**config.mk**
```make
export PLATFORM = sky130hd
export DESIGN_NAME = nvua_core
export DESIGN_NICKNAME = d
export VERILOG_FILES = /design/src/include/nvua_pkg.sv /design/src/design/nvua_core.sv
export SDC_FILE = /design/constraint.sdc
export NUM_CORES = 1
export LEC_CHECK = 0
export BUFFER_PORTS_ARGS = -buffer_cell sky130_fd_sc_hd__buf_2
export CORE_MARGIN = 2
export CORE_UTILIZATION = 25
export CTS_CLUSTER_SIZE = 20
export DETAILED_ROUTE_END_ITERATION = 8
export PLACE_DENSITY_LB_ADDON = 0.05
export SLEW_MARGIN = 20
export SYNTH_ARGS = -nofsm -noshare
export SYNTH_HDL_FRONTEND = slang
export SYNTH_SLANG_ARGS = --single-unit
```
**constraint.sdc**
```tcl
create_clock -name clk -period 3.1 [get_ports clk]
set_input_delay 0.155 -clock clk [delete_from_list [all_inputs] [get_ports clk]]
set_output_delay 0.155 -clock clk [all_outputs]
set_load 0.02 [all_outputs]
```
**src/include/nvua_pkg.sv**
```systemverilog
// Constants and types for the nonvolatile user access command block
// Functional notes
// - Above 130C refuse commands except restore, record-save; code still answers string and part-ID reads
// - Lockout: restore runs, record-save waits below 125C
// - Store 0x15, restore 0x16, verify 0xF0, unpaged
// - Record-save is unpaged send-byte code 0xEA
// - Store copies all operating memory to nonvolatile
// - Restore: PWM off, reload, clear, pins, start
// - Verify mismatch raises comm/memory/logic fault
// - Record-save writes log like a fault
// - Logging disabled: record-save raises fault
// - Action commands are write-only, no data
// - Three scratch words: 0xB3 paged (two), 0xB4 (one), zero
// - 0x99 returns maker string, read-only block
// - 0x9A returns model string, read-only block
// - 0x9E returns serial, at most fourteen chars
// - 0xE7 returns 16-bit part identity word
package nvua_pkg;
	// ------------------------------------------------------------
	// Command codes
	// ------------------------------------------------------------
	localparam logic [7:0] CMD_STORE_ALL = 8'h15;
	localparam logic [7:0] CMD_RESTORE_ALL = 8'h16;
	localparam logic [7:0] CMD_VERIFY = 8'hf0;
	localparam logic [7:0] CMD_REC_SAVE = 8'hea;
	localparam logic [7:0] CMD_SCRATCH_PAGED = 8'hb3;
	localparam logic [7:0] CMD_SCRATCH_GLOBAL = 8'hb4;
	localparam logic [7:0] CMD_MAKER_STR = 8'h99;
	localparam logic [7:0] CMD_MODEL_STR = 8'h9a;
	localparam logic [7:0] CMD_SERIAL_STR = 8'h9e;
	localparam logic [7:0] CMD_PART_ID = 8'he7;
	// ------------------------------------------------------------
	// Reset values, limits, fields
	// ------------------------------------------------------------
	localparam logic [15:0] SCRATCH_RST = 16'h0000;
	localparam logic [15:0] PART_ID_VAL = 16'h5a50; // Arbitrary value
	localparam logic [7:0] TEMP_LOCK_C = 8'd130;
	localparam logic [7:0] TEMP_UNLOCK_C = 8'd125;
	localparam logic [7:0] TEMP_HOT_C = 8'd85;
	localparam int STR_MAX = 14;
	localparam logic [3:0] STR_LEN = 4'd4;
	localparam logic [7:0] MAKER_CH [4] = '{8'h41, 8'h42, 8'h43, 8'h44}; // Arbitrary
	localparam logic [7:0] MODEL_CH [4] = '{8'h4d, 8'h30, 8'h30, 8'h31}; // Arbitrary
	localparam logic [7:0] SERIAL_CH [4] = '{8'h53, 8'h30, 8'h30, 8'h30}; // Arbitrary
	localparam int VSB_HOT_BIT = 6;
	// ------------------------------------------------------------
	// Sequencer states
	// ------------------------------------------------------------
	typedef enum logic [2:0] {
		NV_IDLE = 3'b000,
		NV_PWM_OFF = 3'b001,
		NV_LOAD = 3'b011,
		NV_CLEAR = 3'b010,
		NV_PINS = 3'b110,
		NV_START = 3'b111
	} nvua_state_t;
endpackage

```
**src/design/nvua_core.sv**
```systemverilog
// Command decode, thermal lockout and nonvolatile access sequencing
`timescale 1ns/100ps
`default_nettype none
module nvua_core (
	// Clock and reset
	input wire logic clk,
	input wire logic rst_n,
	// Command from serial engine
	input wire logic cmd_valid,
	input wire logic [7:0] cmd_code,
	input wire logic cmd_write,
	input wire logic cmd_has_data,
	input wire logic [15:0] cmd_wdata,
	input wire logic cmd_page,
	input wire logic [4:0] str_idx,
	// Environment
	input wire logic [7:0] die_temp_c,
	input wire logic log_enable,
	input wire logic mem_differs,
	input wire logic mem_busy,
	// Read answer
	output logic [15:0] rd_data,
	output logic [7:0] rd_len,
	output logic rd_valid,
	// Memory actions
	output logic nv_store,
	output logic nv_load,
	output logic nv_log_write,
	output logic pwm_force_off,
	output logic faults_clear,
	output logic pins_sample,
	output logic soft_start,
	// Status
	output logic cml_fault,
	output logic hot_flag,
	output logic lockout,
	output logic log_pending
);
	import nvua_pkg::*;

	// ------------------------------------------------------------
	// State
	// ------------------------------------------------------------
	typedef struct packed {
		nvua_state_t st;
		logic lock;
		logic pend;
		logic [15:0] scr_p0;
		logic [15:0] scr_p1;
		logic [15:0] scr_g;
		logic [15:0] rdat;
		logic [7:0] rlen;
		logic rval;
		logic store;
		logic load;
		logic logw;
		logic pwm_off;
		logic fclr;
		logic pins;
		logic start;
		logic comm_memory_logic_fault;
		logic hot;
	} nvua_st_t;

	nvua_st_t s_r;
	nvua_st_t s_nxt;
	logic [1:0] rsync_r;
	logic rst_int_n;

	// ------------------------------------------------------------
	// Reset release
	// ------------------------------------------------------------
	always_ff @(posedge clk or negedge rst_n)
	begin
		if (!rst_n)
			rsync_r <= 2'b00;
		else
			rsync_r <= {rsync_r[0], 1'b1};
	end
	assign rst_int_n = rsync_r[1];

	function automatic logic [7:0] str_char(input logic [7:0] code, input logic [4:0] idx);
		logic [7:0] c;
		c = 8'h00;
		if (idx == 5'd0)
			c = {4'h0, STR_LEN};
		else if (idx <= 5'(STR_LEN))
		begin
			case (code)
				CMD_MAKER_STR: c = MAKER_CH[idx[1:0] - 2'd1];
				CMD_MODEL_STR: c = MODEL_CH[idx[1:0] - 2'd1];
				default: c = SERIAL_CH[idx[1:0] - 2'd1];
			endcase
		end
		return c;
	endfunction

	// ------------------------------------------------------------
	// Next state
	// ------------------------------------------------------------
	always_comb
	begin
		logic cool;
		logic act;
		cool = 1'b0;
		act = 1'b0;
		s_nxt = s_r;
		s_nxt.store = 1'b0;
		s_nxt.load = 1'b0;
		s_nxt.logw = 1'b0;
		s_nxt.pwm_off = 1'b0;
		s_nxt.fclr = 1'b0;
		s_nxt.pins = 1'b0;
		s_nxt.start = 1'b0;
		s_nxt.comm_memory_logic_fault = 1'b0;
		s_nxt.rval = 1'b0;
		s_nxt.hot = (die_temp_c > TEMP_HOT_C);
		cool = (die_temp_c < TEMP_UNLOCK_C);
		// Lockout with hysteresis
		if (die_temp_c > TEMP_LOCK_C)
			s_nxt.lock = 1'b1;
		else if (cool)
			s_nxt.lock = 1'b0;
		// Deferred record-save fires once cool or unlocked, and memory not busy
		if (s_r.pend && (cool || !s_r.lock) && !mem_busy)
		begin
			s_nxt.pend = 1'b0;
			s_nxt.logw = 1'b1;
		end
		act = cmd_valid && s_r.st == NV_IDLE;
		if (act)
		begin
			case (cmd_code)
				CMD_STORE_ALL:
				begin
					if (!cmd_write || cmd_has_data)
						s_nxt.comm_memory_logic_fault = 1'b1;
					else if (!s_r.lock)
						s_nxt.store = 1'b1;
				end
				CMD_RESTORE_ALL:
				begin
					if (!cmd_write || cmd_has_data)
						s_nxt.comm_memory_logic_fault = 1'b1;
					else
					begin
						s_nxt.st = NV_PWM_OFF;
						s_nxt.pwm_off = 1'b1;
					end
				end
				CMD_VERIFY:
				begin
					if (!cmd_write || cmd_has_data)
						s_nxt.comm_memory_logic_fault = 1'b1;
					else if (!s_r.lock && mem_differs)
						s_nxt.comm_memory_logic_fault = 1'b1;
				end
				CMD_REC_SAVE:
				begin
					if (!cmd_write || cmd_has_data)
						s_nxt.comm_memory_logic_fault = 1'b1;
					else if (!log_enable)
						s_nxt.comm_memory_logic_fault = 1'b1;
					else if (s_r.lock || mem_busy)
						s_nxt.pend = 1'b1;
					else
						s_nxt.logw = 1'b1;
				end
				CMD_SCRATCH_PAGED, CMD_SCRATCH_GLOBAL:
				begin
					if (cmd_write)
					begin
						if (!s_r.lock)
						begin
							if (cmd_code == CMD_SCRATCH_GLOBAL)
								s_nxt.scr_g = cmd_wdata;
							else if (cmd_page)
								s_nxt.scr_p1 = cmd_wdata;
							else
								s_nxt.scr_p0 = cmd_wdata;
						end
					end
					else if (!s_r.lock)
					begin
						s_nxt.rval = 1'b1;
						s_nxt.rlen = 8'd2;
						if (cmd_code == CMD_SCRATCH_GLOBAL)
							s_nxt.rdat = s_r.scr_g;
						else
							s_nxt.rdat = cmd_page ? s_r.scr_p1 : s_r.scr_p0;
					end
				end
				CMD_MAKER_STR, CMD_MODEL_STR, CMD_SERIAL_STR:
				begin
					if (cmd_write)
						s_nxt.comm_memory_logic_fault = 1'b1;
					else
					begin
						s_nxt.rval = 1'b1;
						s_nxt.rlen = {4'h0, STR_LEN};
						s_nxt.rdat = {8'h00, str_char(cmd_code, str_idx)};
					end
				end
				CMD_PART_ID:
				begin
					if (cmd_write)
						s_nxt.comm_memory_logic_fault = 1'b1;
					else
					begin
						s_nxt.rval = 1'b1;
						s_nxt.rlen = 8'd2;
						s_nxt.rdat = PART_ID_VAL;
					end
				end
				default: ;
			endcase
		end
		// Restore sequence, one step per cycle
		case (s_r.st)
			NV_IDLE: ;
			NV_PWM_OFF:
			begin
				s_nxt.st = NV_LOAD;
				s_nxt.load = 1'b1;
			end
			NV_LOAD:
			begin
				s_nxt.st = NV_CLEAR;
				s_nxt.fclr = 1'b1;
			end
			NV_CLEAR:
			begin
				s_nxt.st = NV_PINS;
				s_nxt.pins = 1'b1;
			end
			NV_PINS:
			begin
				s_nxt.st = NV_START;
				s_nxt.start = 1'b1;
			end
			NV_START: s_nxt.st = NV_IDLE;
			default: s_nxt.st = NV_IDLE;
		endcase
	end

	always_ff @(posedge clk or negedge rst_int_n)
	begin
		if (!rst_int_n)
		begin
			s_r <= '0;
			s_r.st <= NV_IDLE;
			s_r.scr_p0 <= SCRATCH_RST;
			s_r.scr_p1 <= SCRATCH_RST;
			s_r.scr_g <= SCRATCH_RST;
		end
		else
			s_r <= s_nxt;
	end

	assign rd_data = s_r.rdat;
	assign rd_len = s_r.rlen;
	assign rd_valid = s_r.rval;
	assign nv_store = s_r.store;
	assign nv_load = s_r.load;
	assign nv_log_write = s_r.logw;
	assign pwm_force_off = s_r.pwm_off;
	assign faults_clear = s_r.fclr;
	assign pins_sample = s_r.pins;
	assign soft_start = s_r.start;
	assign cml_fault = s_r.comm_memory_logic_fault;
	assign hot_flag = s_r.hot;
	assign lockout = s_r.lock;
	assign log_pending = s_r.pend;

	// ------------------------------------------------------------
	// Checks
	// ------------------------------------------------------------
	chk_lock_blocks_store: assert property (@(posedge clk) disable iff (!rst_int_n)
		(cmd_valid && cmd_code == CMD_STORE_ALL && s_r.lock) |=> !nv_store)
		else $error("store ran during lockout");
	chk_lock_sets: assert property (@(posedge clk) disable iff (!rst_int_n)
		(die_temp_c > TEMP_LOCK_C) |=> lockout)
		else $error("lockout not set when hot");
	chk_restore_order: assert property (@(posedge clk) disable iff (!rst_int_n)
		pwm_force_off |=> nv_load ##1 faults_clear ##1 pins_sample ##1 soft_start)
		else $error("restore steps out of order");
	chk_restore_in_lock: assert property (@(posedge clk) disable iff (!rst_int_n)
		(cmd_valid && cmd_code == CMD_RESTORE_ALL && cmd_write && !cmd_has_data
		&& s_r.st == NV_IDLE) |=> pwm_force_off)
		else $error("restore not started at once");
	chk_pend_hold: assert property (@(posedge clk) disable iff (!rst_int_n)
		(log_pending && lockout && !(die_temp_c < TEMP_UNLOCK_C)) |=> !nv_log_write)
		else $error("record-save not deferred");
	chk_log_disabled: assert property (@(posedge clk) disable iff (!rst_int_n)
		(cmd_valid && s_r.st == NV_IDLE && cmd_code == CMD_REC_SAVE && cmd_write
		&& !cmd_has_data && !log_enable) |=> cml_fault)
		else $error("missing fault on disabled logging");
	chk_verify_fault: assert property (@(posedge clk) disable iff (!rst_int_n)
		(cmd_valid && s_r.st == NV_IDLE && cmd_code == CMD_VERIFY && cmd_write
		&& !cmd_has_data && !s_r.lock && mem_differs) |=> cml_fault)
		else $error("verify mismatch not flagged");
	chk_scratch_lock: assert property (@(posedge clk) disable iff (!rst_int_n)
		s_r.lock |=> $stable(s_r.scr_g))
		else $error("scratch changed in lockout");
	chk_part_id: assert property (@(posedge clk) disable iff (!rst_int_n)
		(cmd_valid && s_r.st == NV_IDLE && cmd_code == CMD_PART_ID && !cmd_write)
		|=> rd_valid && rd_data == PART_ID_VAL && rd_len == 8'd2)
		else $error("part identity answer wrong");
endmodule
`default_nettype wire

```
# Yosys cells after proc, flatten, opt, wreduce, memory -nomap -nowiden
# Cells that the tools add are included.
dict set report totals {
  regBits 89
  word_cells 134
}
dict set report classes {
  addsub 1
  n_lt_le_gt_ge 5
  eq_ne 21
  n_mux 61
  n_bitwise 4
  n_reduce_logical 23
}
# cell n
set op_table {}
lappend op_table {{$mux W48} 3}
lappend op_table {{$mux W25} 4}
lappend op_table {{$mux W16} 5}
lappend op_table {{$mux W75} 1}
lappend op_table {{$pmux W25 S3} 1}
lappend op_table {{$eq A8 B8 Y1 const B} 8}
lappend op_table {{$mux W8} 8}
lappend op_table {{$bmux W8 S2} 3}
lappend op_table {{$mux W32} 1}
lappend op_table {{$mux W1} 28}
lappend op_table {{$reduce_and A6 Y1} 3}
lappend op_table {{$eq A8 B5 Y1 const B} 2}
lappend op_table {{$pmux W8 S2} 1}
lappend op_table {{$pmux W3 S5} 1}
lappend op_table {{$ne A2 B2 Y1 const B} 5}
lappend op_table {{$mux W3} 3}
lappend op_table {{$gt A8 B7 Y1 const B} 1}
lappend op_table {{$gt A8 B8 Y1 const B} 1}
lappend op_table {{$lt A8 B7 Y1 const B} 1}
lappend op_table {{$eq A3 B2 Y1 const B} 2}
lappend op_table {{$le A5 B3 Y1 const B} 1}
lappend op_table {{$logic_not A5 Y1} 1}
lappend op_table {{$reduce_and A5 Y1} 1}
lappend op_table {{$logic_and A1 B1 Y1} 4}
lappend op_table {{other kinds (18)} 26}

# Depth between registers and ports, before layout
dict set report depth {
  depth_word 11
  mapped_depth 8
  ltp_nobuf 7
}

# Worst setup path before layout
# Ideal clock, no wire load.
dict set report synth_path {
  path_kind {register to register}
  start {register s_r[86] (netlist bit)}
  end {register s_r[66] (netlist bit)}
  setup_time_ns 0.125
  arrival_ns 2.138
  setup_slack_ns 0.837
  path_stages_with_launch 8
  cell_sequence {dfrtp_1 or4b_1 buf_2 nor3b_2 nand2_1 nor2_4 buf_4 mux2_2}
}
dict set report synth_via {
  elab_chain_len 3
}
# element line
set synth_lines {}
lappend synth_lines {{start: declaration} nvua_core.sv:65} ;# nvua_st_t s_r;
lappend synth_lines {{start signal: assignment} nvua_core.sv:257} ;# s_r <= s_nxt;
lappend synth_lines {{$logic_not A3 Y1} nvua_core.sv:130} ;# act = cmd_valid && s_r.st == NV_IDLE;
lappend synth_lines {{$logic_and A1 B1 Y1} nvua_core.sv:130}
lappend synth_lines {{$reduce_and A6 Y1 (no line)} n/a}
# Every way passes these cells.
# A chain may end at the register's enable or synchronous reset.

# Worst setup path after layout
dict set report layout_path {
  start {register s_r[86] (netlist bit)}
  end {register s_r[81] (netlist bit)}
}
# The elaborated chain is that of the path after synthesis.

==> qor.csv <==
metric,value,unit
run status,finished clean,
pwr dens,531,nW/um^2
synthesized flop and latch total,83,
RSZ-0062 raised after global routing,false,
# rows,47,
Max Clock Freq,396,MHz
register area share after synthesis,49.1,%
vias in the first global route,2925,
I/O pin cnt,82,
"Reg clk slew, reported paths",0.06,ns
critical path class,register to register,
initial antenna violation count,0,
CP max FO,16,
Iter 0 DRT Violations,126,
switching power,0.681,mW
Final nets,462,
dpl hpwl,7260,um
Final Skew,0.00651,ns
setup TNS,0,ns
CTS tree,built,
"Gates resized, CTS repair",0,
reg2reg start,s_r[86]$_DFFE_PN0P_,
Die Width,134,um
Worst Hold End,hot_flag$_DFF_PN0_,
core area,16600,um^2
asr flop ratio synth,100,%
FF-to-FF End,s_r[81]$_DFFE_PN0P_,
Comb pwr share,11.0,%
Avg WL per Cell,16.1,um
antenna cells,0,
R2R Setup Slk,0.58,ns
Hold WS,0.0417,ns
Mapped Avg Cell Area,12.1,um^2
DRT Wirelength,10200,um
R2R cell count,5,
synthesized instance count,351,
CP top delay family,simple AND/OR/NAND/NOR gates,
Worst setup SP type,register,
DRT Pass-1 Iters,4,
Clock Tree Root,clkbuf_16,
register area,2080,um^2
Worst EP required,3.32,ns
crit path cell chain,"or4b_1, nor3b_2, nand2_1, nor2_4, mux2_2",
Net Sw Frac,25.3,%
Setup Viol. Count Final,0,
CTS buffer count,9,
Worst Setup End Kind,register,
synthesis-to-layout area growth,19.8,%
Crit-path slowest cell,or4b_1,
# fillers,1712,
Die ar.,18000,um^2
# DRC,0,
H-Tree Depth,3,
Sequential Power Share,44.4,%
Tmin final,2.52,ns
Synthesis Warnings,0,
"Design Area, Final",5070,um^2
relative slew slack,60.6,%
Final Slew Violations,0,
CP max stage delay,0.71,ns
Final ANT Viol Nets,0,
Slew @ Worst Pin,0.591,ns
Hold Path Origin,die_temp_c[7],
placer congestion estimate,0.740,
Initial Utilization,25.5,%
via count,2818,
"EDFF count, synth",0,
die height,134,um
placed inst area,4710,um^2
IO Port Bufs,75,
Bufs on Longest Clock Path,2,
Worst Path Arrival,2.75,ns
Tot Pwr,2.69,mW
first-pass GRT wire length,16600,um
Congestion Overflow GR,0,
CTS sink count,83,
design internal power,2.01,mW
Syn Std Cell Area,4230,um^2
drt via density,4.42,
top flip-flop cell by instance count after synthesis,dfrtp_1,
gr usage total,12.1,%
largest net degree at the start of global routing,48,
Leak,2.55,nW
Min-Delay Path Depth,2,
Max VDD drop,0.235,mV
fin crit share,81.4,%
Worst-Skew Late Latency,0.34,ns
WP buf/inv,0,
share of cells above drive strength 1,41.4,%
Yosys cell types,57,
area of the multi-input gates,1850,um^2
Worst Hold Class,input port to register,
final hold vios,0,
post-layout util,30.6,%
Max-Cap Viols,0,
clock share of power,44.5,%
-- area by class of cell --
class	instances	area share, %
Tap cell	220	5.43
Clock buffer	13	5.13
Sequential cell	83	41.0
Multi-Input combinational cell	219	36.5
Timing Repair Buffer	85	9.43
Inverter	15	1.11
Clock inverter	3	1.36
-- per-layer routing --
| layer | vias up | track usage [%] | wire length, um |
|---|---|---|---|
| met1 | 1383 | 16.6 | 5040 |
| met5 | - | 0 | 0 |
| li1 | 1365 | - | - |
| met2 | 57 | 18.7 | 4650 |
| met4 | 0 | 5.26 | 186 |
| met3 | 13 | 2.42 | 371 |
-- worst reg2reg max path, stage by stage, from the launching register on --
cell and delay [ns]:
dfrtp_1 0.44, or4b_1 0.71, nor3b_2 0.26, nand2_1 0.13, nor2_4 0.47, mux2_2 0.40
-- power by group through the flow --
| stage | clock network [mW] | logic, mW | registers, mW |
|---|---|---|---|
| after detailed placement | 0 | 0.299 | 1.22 |
| after floorplan | 0 | 0.182 | 1.23 |
| after global routing | 1.30 | 0.334 | 1.21 |
| final | 1.20 | 0.296 | 1.20 |
| after CTS | 1.25 | 0.303 | 1.20 |
| after global placement | 0 | 0.281 | 1.23 |
-- registers in the layout, indices dropped and copies added, names as in the netlist --
name	cells
pins_sample	1
cml_fault	1
rd_valid	1
soft_start	1
rsync_r	2
log_pending	1
s_r	51
faults_clear	1
rd_len	2
nv_log_write	1
hot_flag	1
nv_store	1
pwm_force_off	1
rd_data	16
nv_load	1
lockout	1
-- cell usage after synthesis (6+ instances only) --
master    number  area share, %
a21oi_1        6           0.71
mux2_2        67             18
mux2i_1       17            4.0
nand2b_1       8            1.2
buf_4         25            4.4
dfrtp_1       83             49
nor2_1        10           0.89
o22ai_1        7            1.0
nand2_1       16            1.4
clkbuf_1       6           0.53
inv_1         15            1.3
o21ai_0       14            1.7
-- cells in the final DEF (no fill, tap or decap), drive strengths merged, types with 7 or more instances in the layout --
master	netlist	final
mux2	71	71
o21ai	14	14
nor2	11	11
mux2i	17	17
buf	33	82
nand2b	8	8
conb	2	7
clkbuf	6	13
dfrtp	83	83
inv	15	16
nand2	16	16
o22ai	7	7
-- worst max-delay path by stage --
stage / startpoint / to / slack [ns] / cells past startpoint
floorplan: rsync_r[1]$_DFF_PN0_ / cml_fault$_DFF_PN0_ / 0.62 / 0
global placement: s_r[86]$_DFFE_PN0P_ / s_r[79]$_DFFE_PN0P_ / 0.58 / 5
detailed placement: s_r[86]$_DFFE_PN0P_ / s_r[78]$_DFFE_PN0P_ / 0.50 / 5
CTS: s_r[86]$_DFFE_PN0P_ / s_r[80]$_DFFE_PN0P_ / 0.52 / 5
global route: s_r[86]$_DFFE_PN0P_ / s_r[76]$_DFFE_PN0P_ / 0.38 / 5
finish: s_r[86]$_DFFE_PN0P_ / s_r[81]$_DFFE_PN0P_ / 0.58 / 5
-- per-stage QoR --
| stage | std cells | worst slack (ns) |
|---|---|---|
| 6_report | 638 | 0.577 |
| 5_1_grt | 638 | 0.382 |
| 4_1_cts | 638 | 0.516 |
| 3_5_place_dp | 619 | 0.504 |
| 3_3_place_gp | 618 | 0.585 |
| 2_1_floorplan | 356 | 0.617 |
-- timing repair --
item,4_1_cts,5_1_grt
endpoints found under the hold margin,4,0
hold buffers,3,0
buffers inserted,0,0
-- cell families (layout without fill, tap and decap cells) --
| group | Yosys count | count (layout) | share of synthesized area, % |
|---|---|---|---|
| AOI/OAI and AO/OA | 47 | 47 | 7.72 |
| xor gates and xnor gates | 1 | 1 | 0.207 |
| adders and majority gates | 3 | 3 | 0.887 |
| buffers and inverters | 54 | 116 | 7.60 |
| other | 2 | 7 | 0.178 |
| DFF | 83 | 83 | 49.1 |
| and+or+nand+nor | 73 | 73 | 11.1 |
| muxes | 88 | 88 | 23.2 |
No activity file was read; power rests on OpenSTA's default activity.
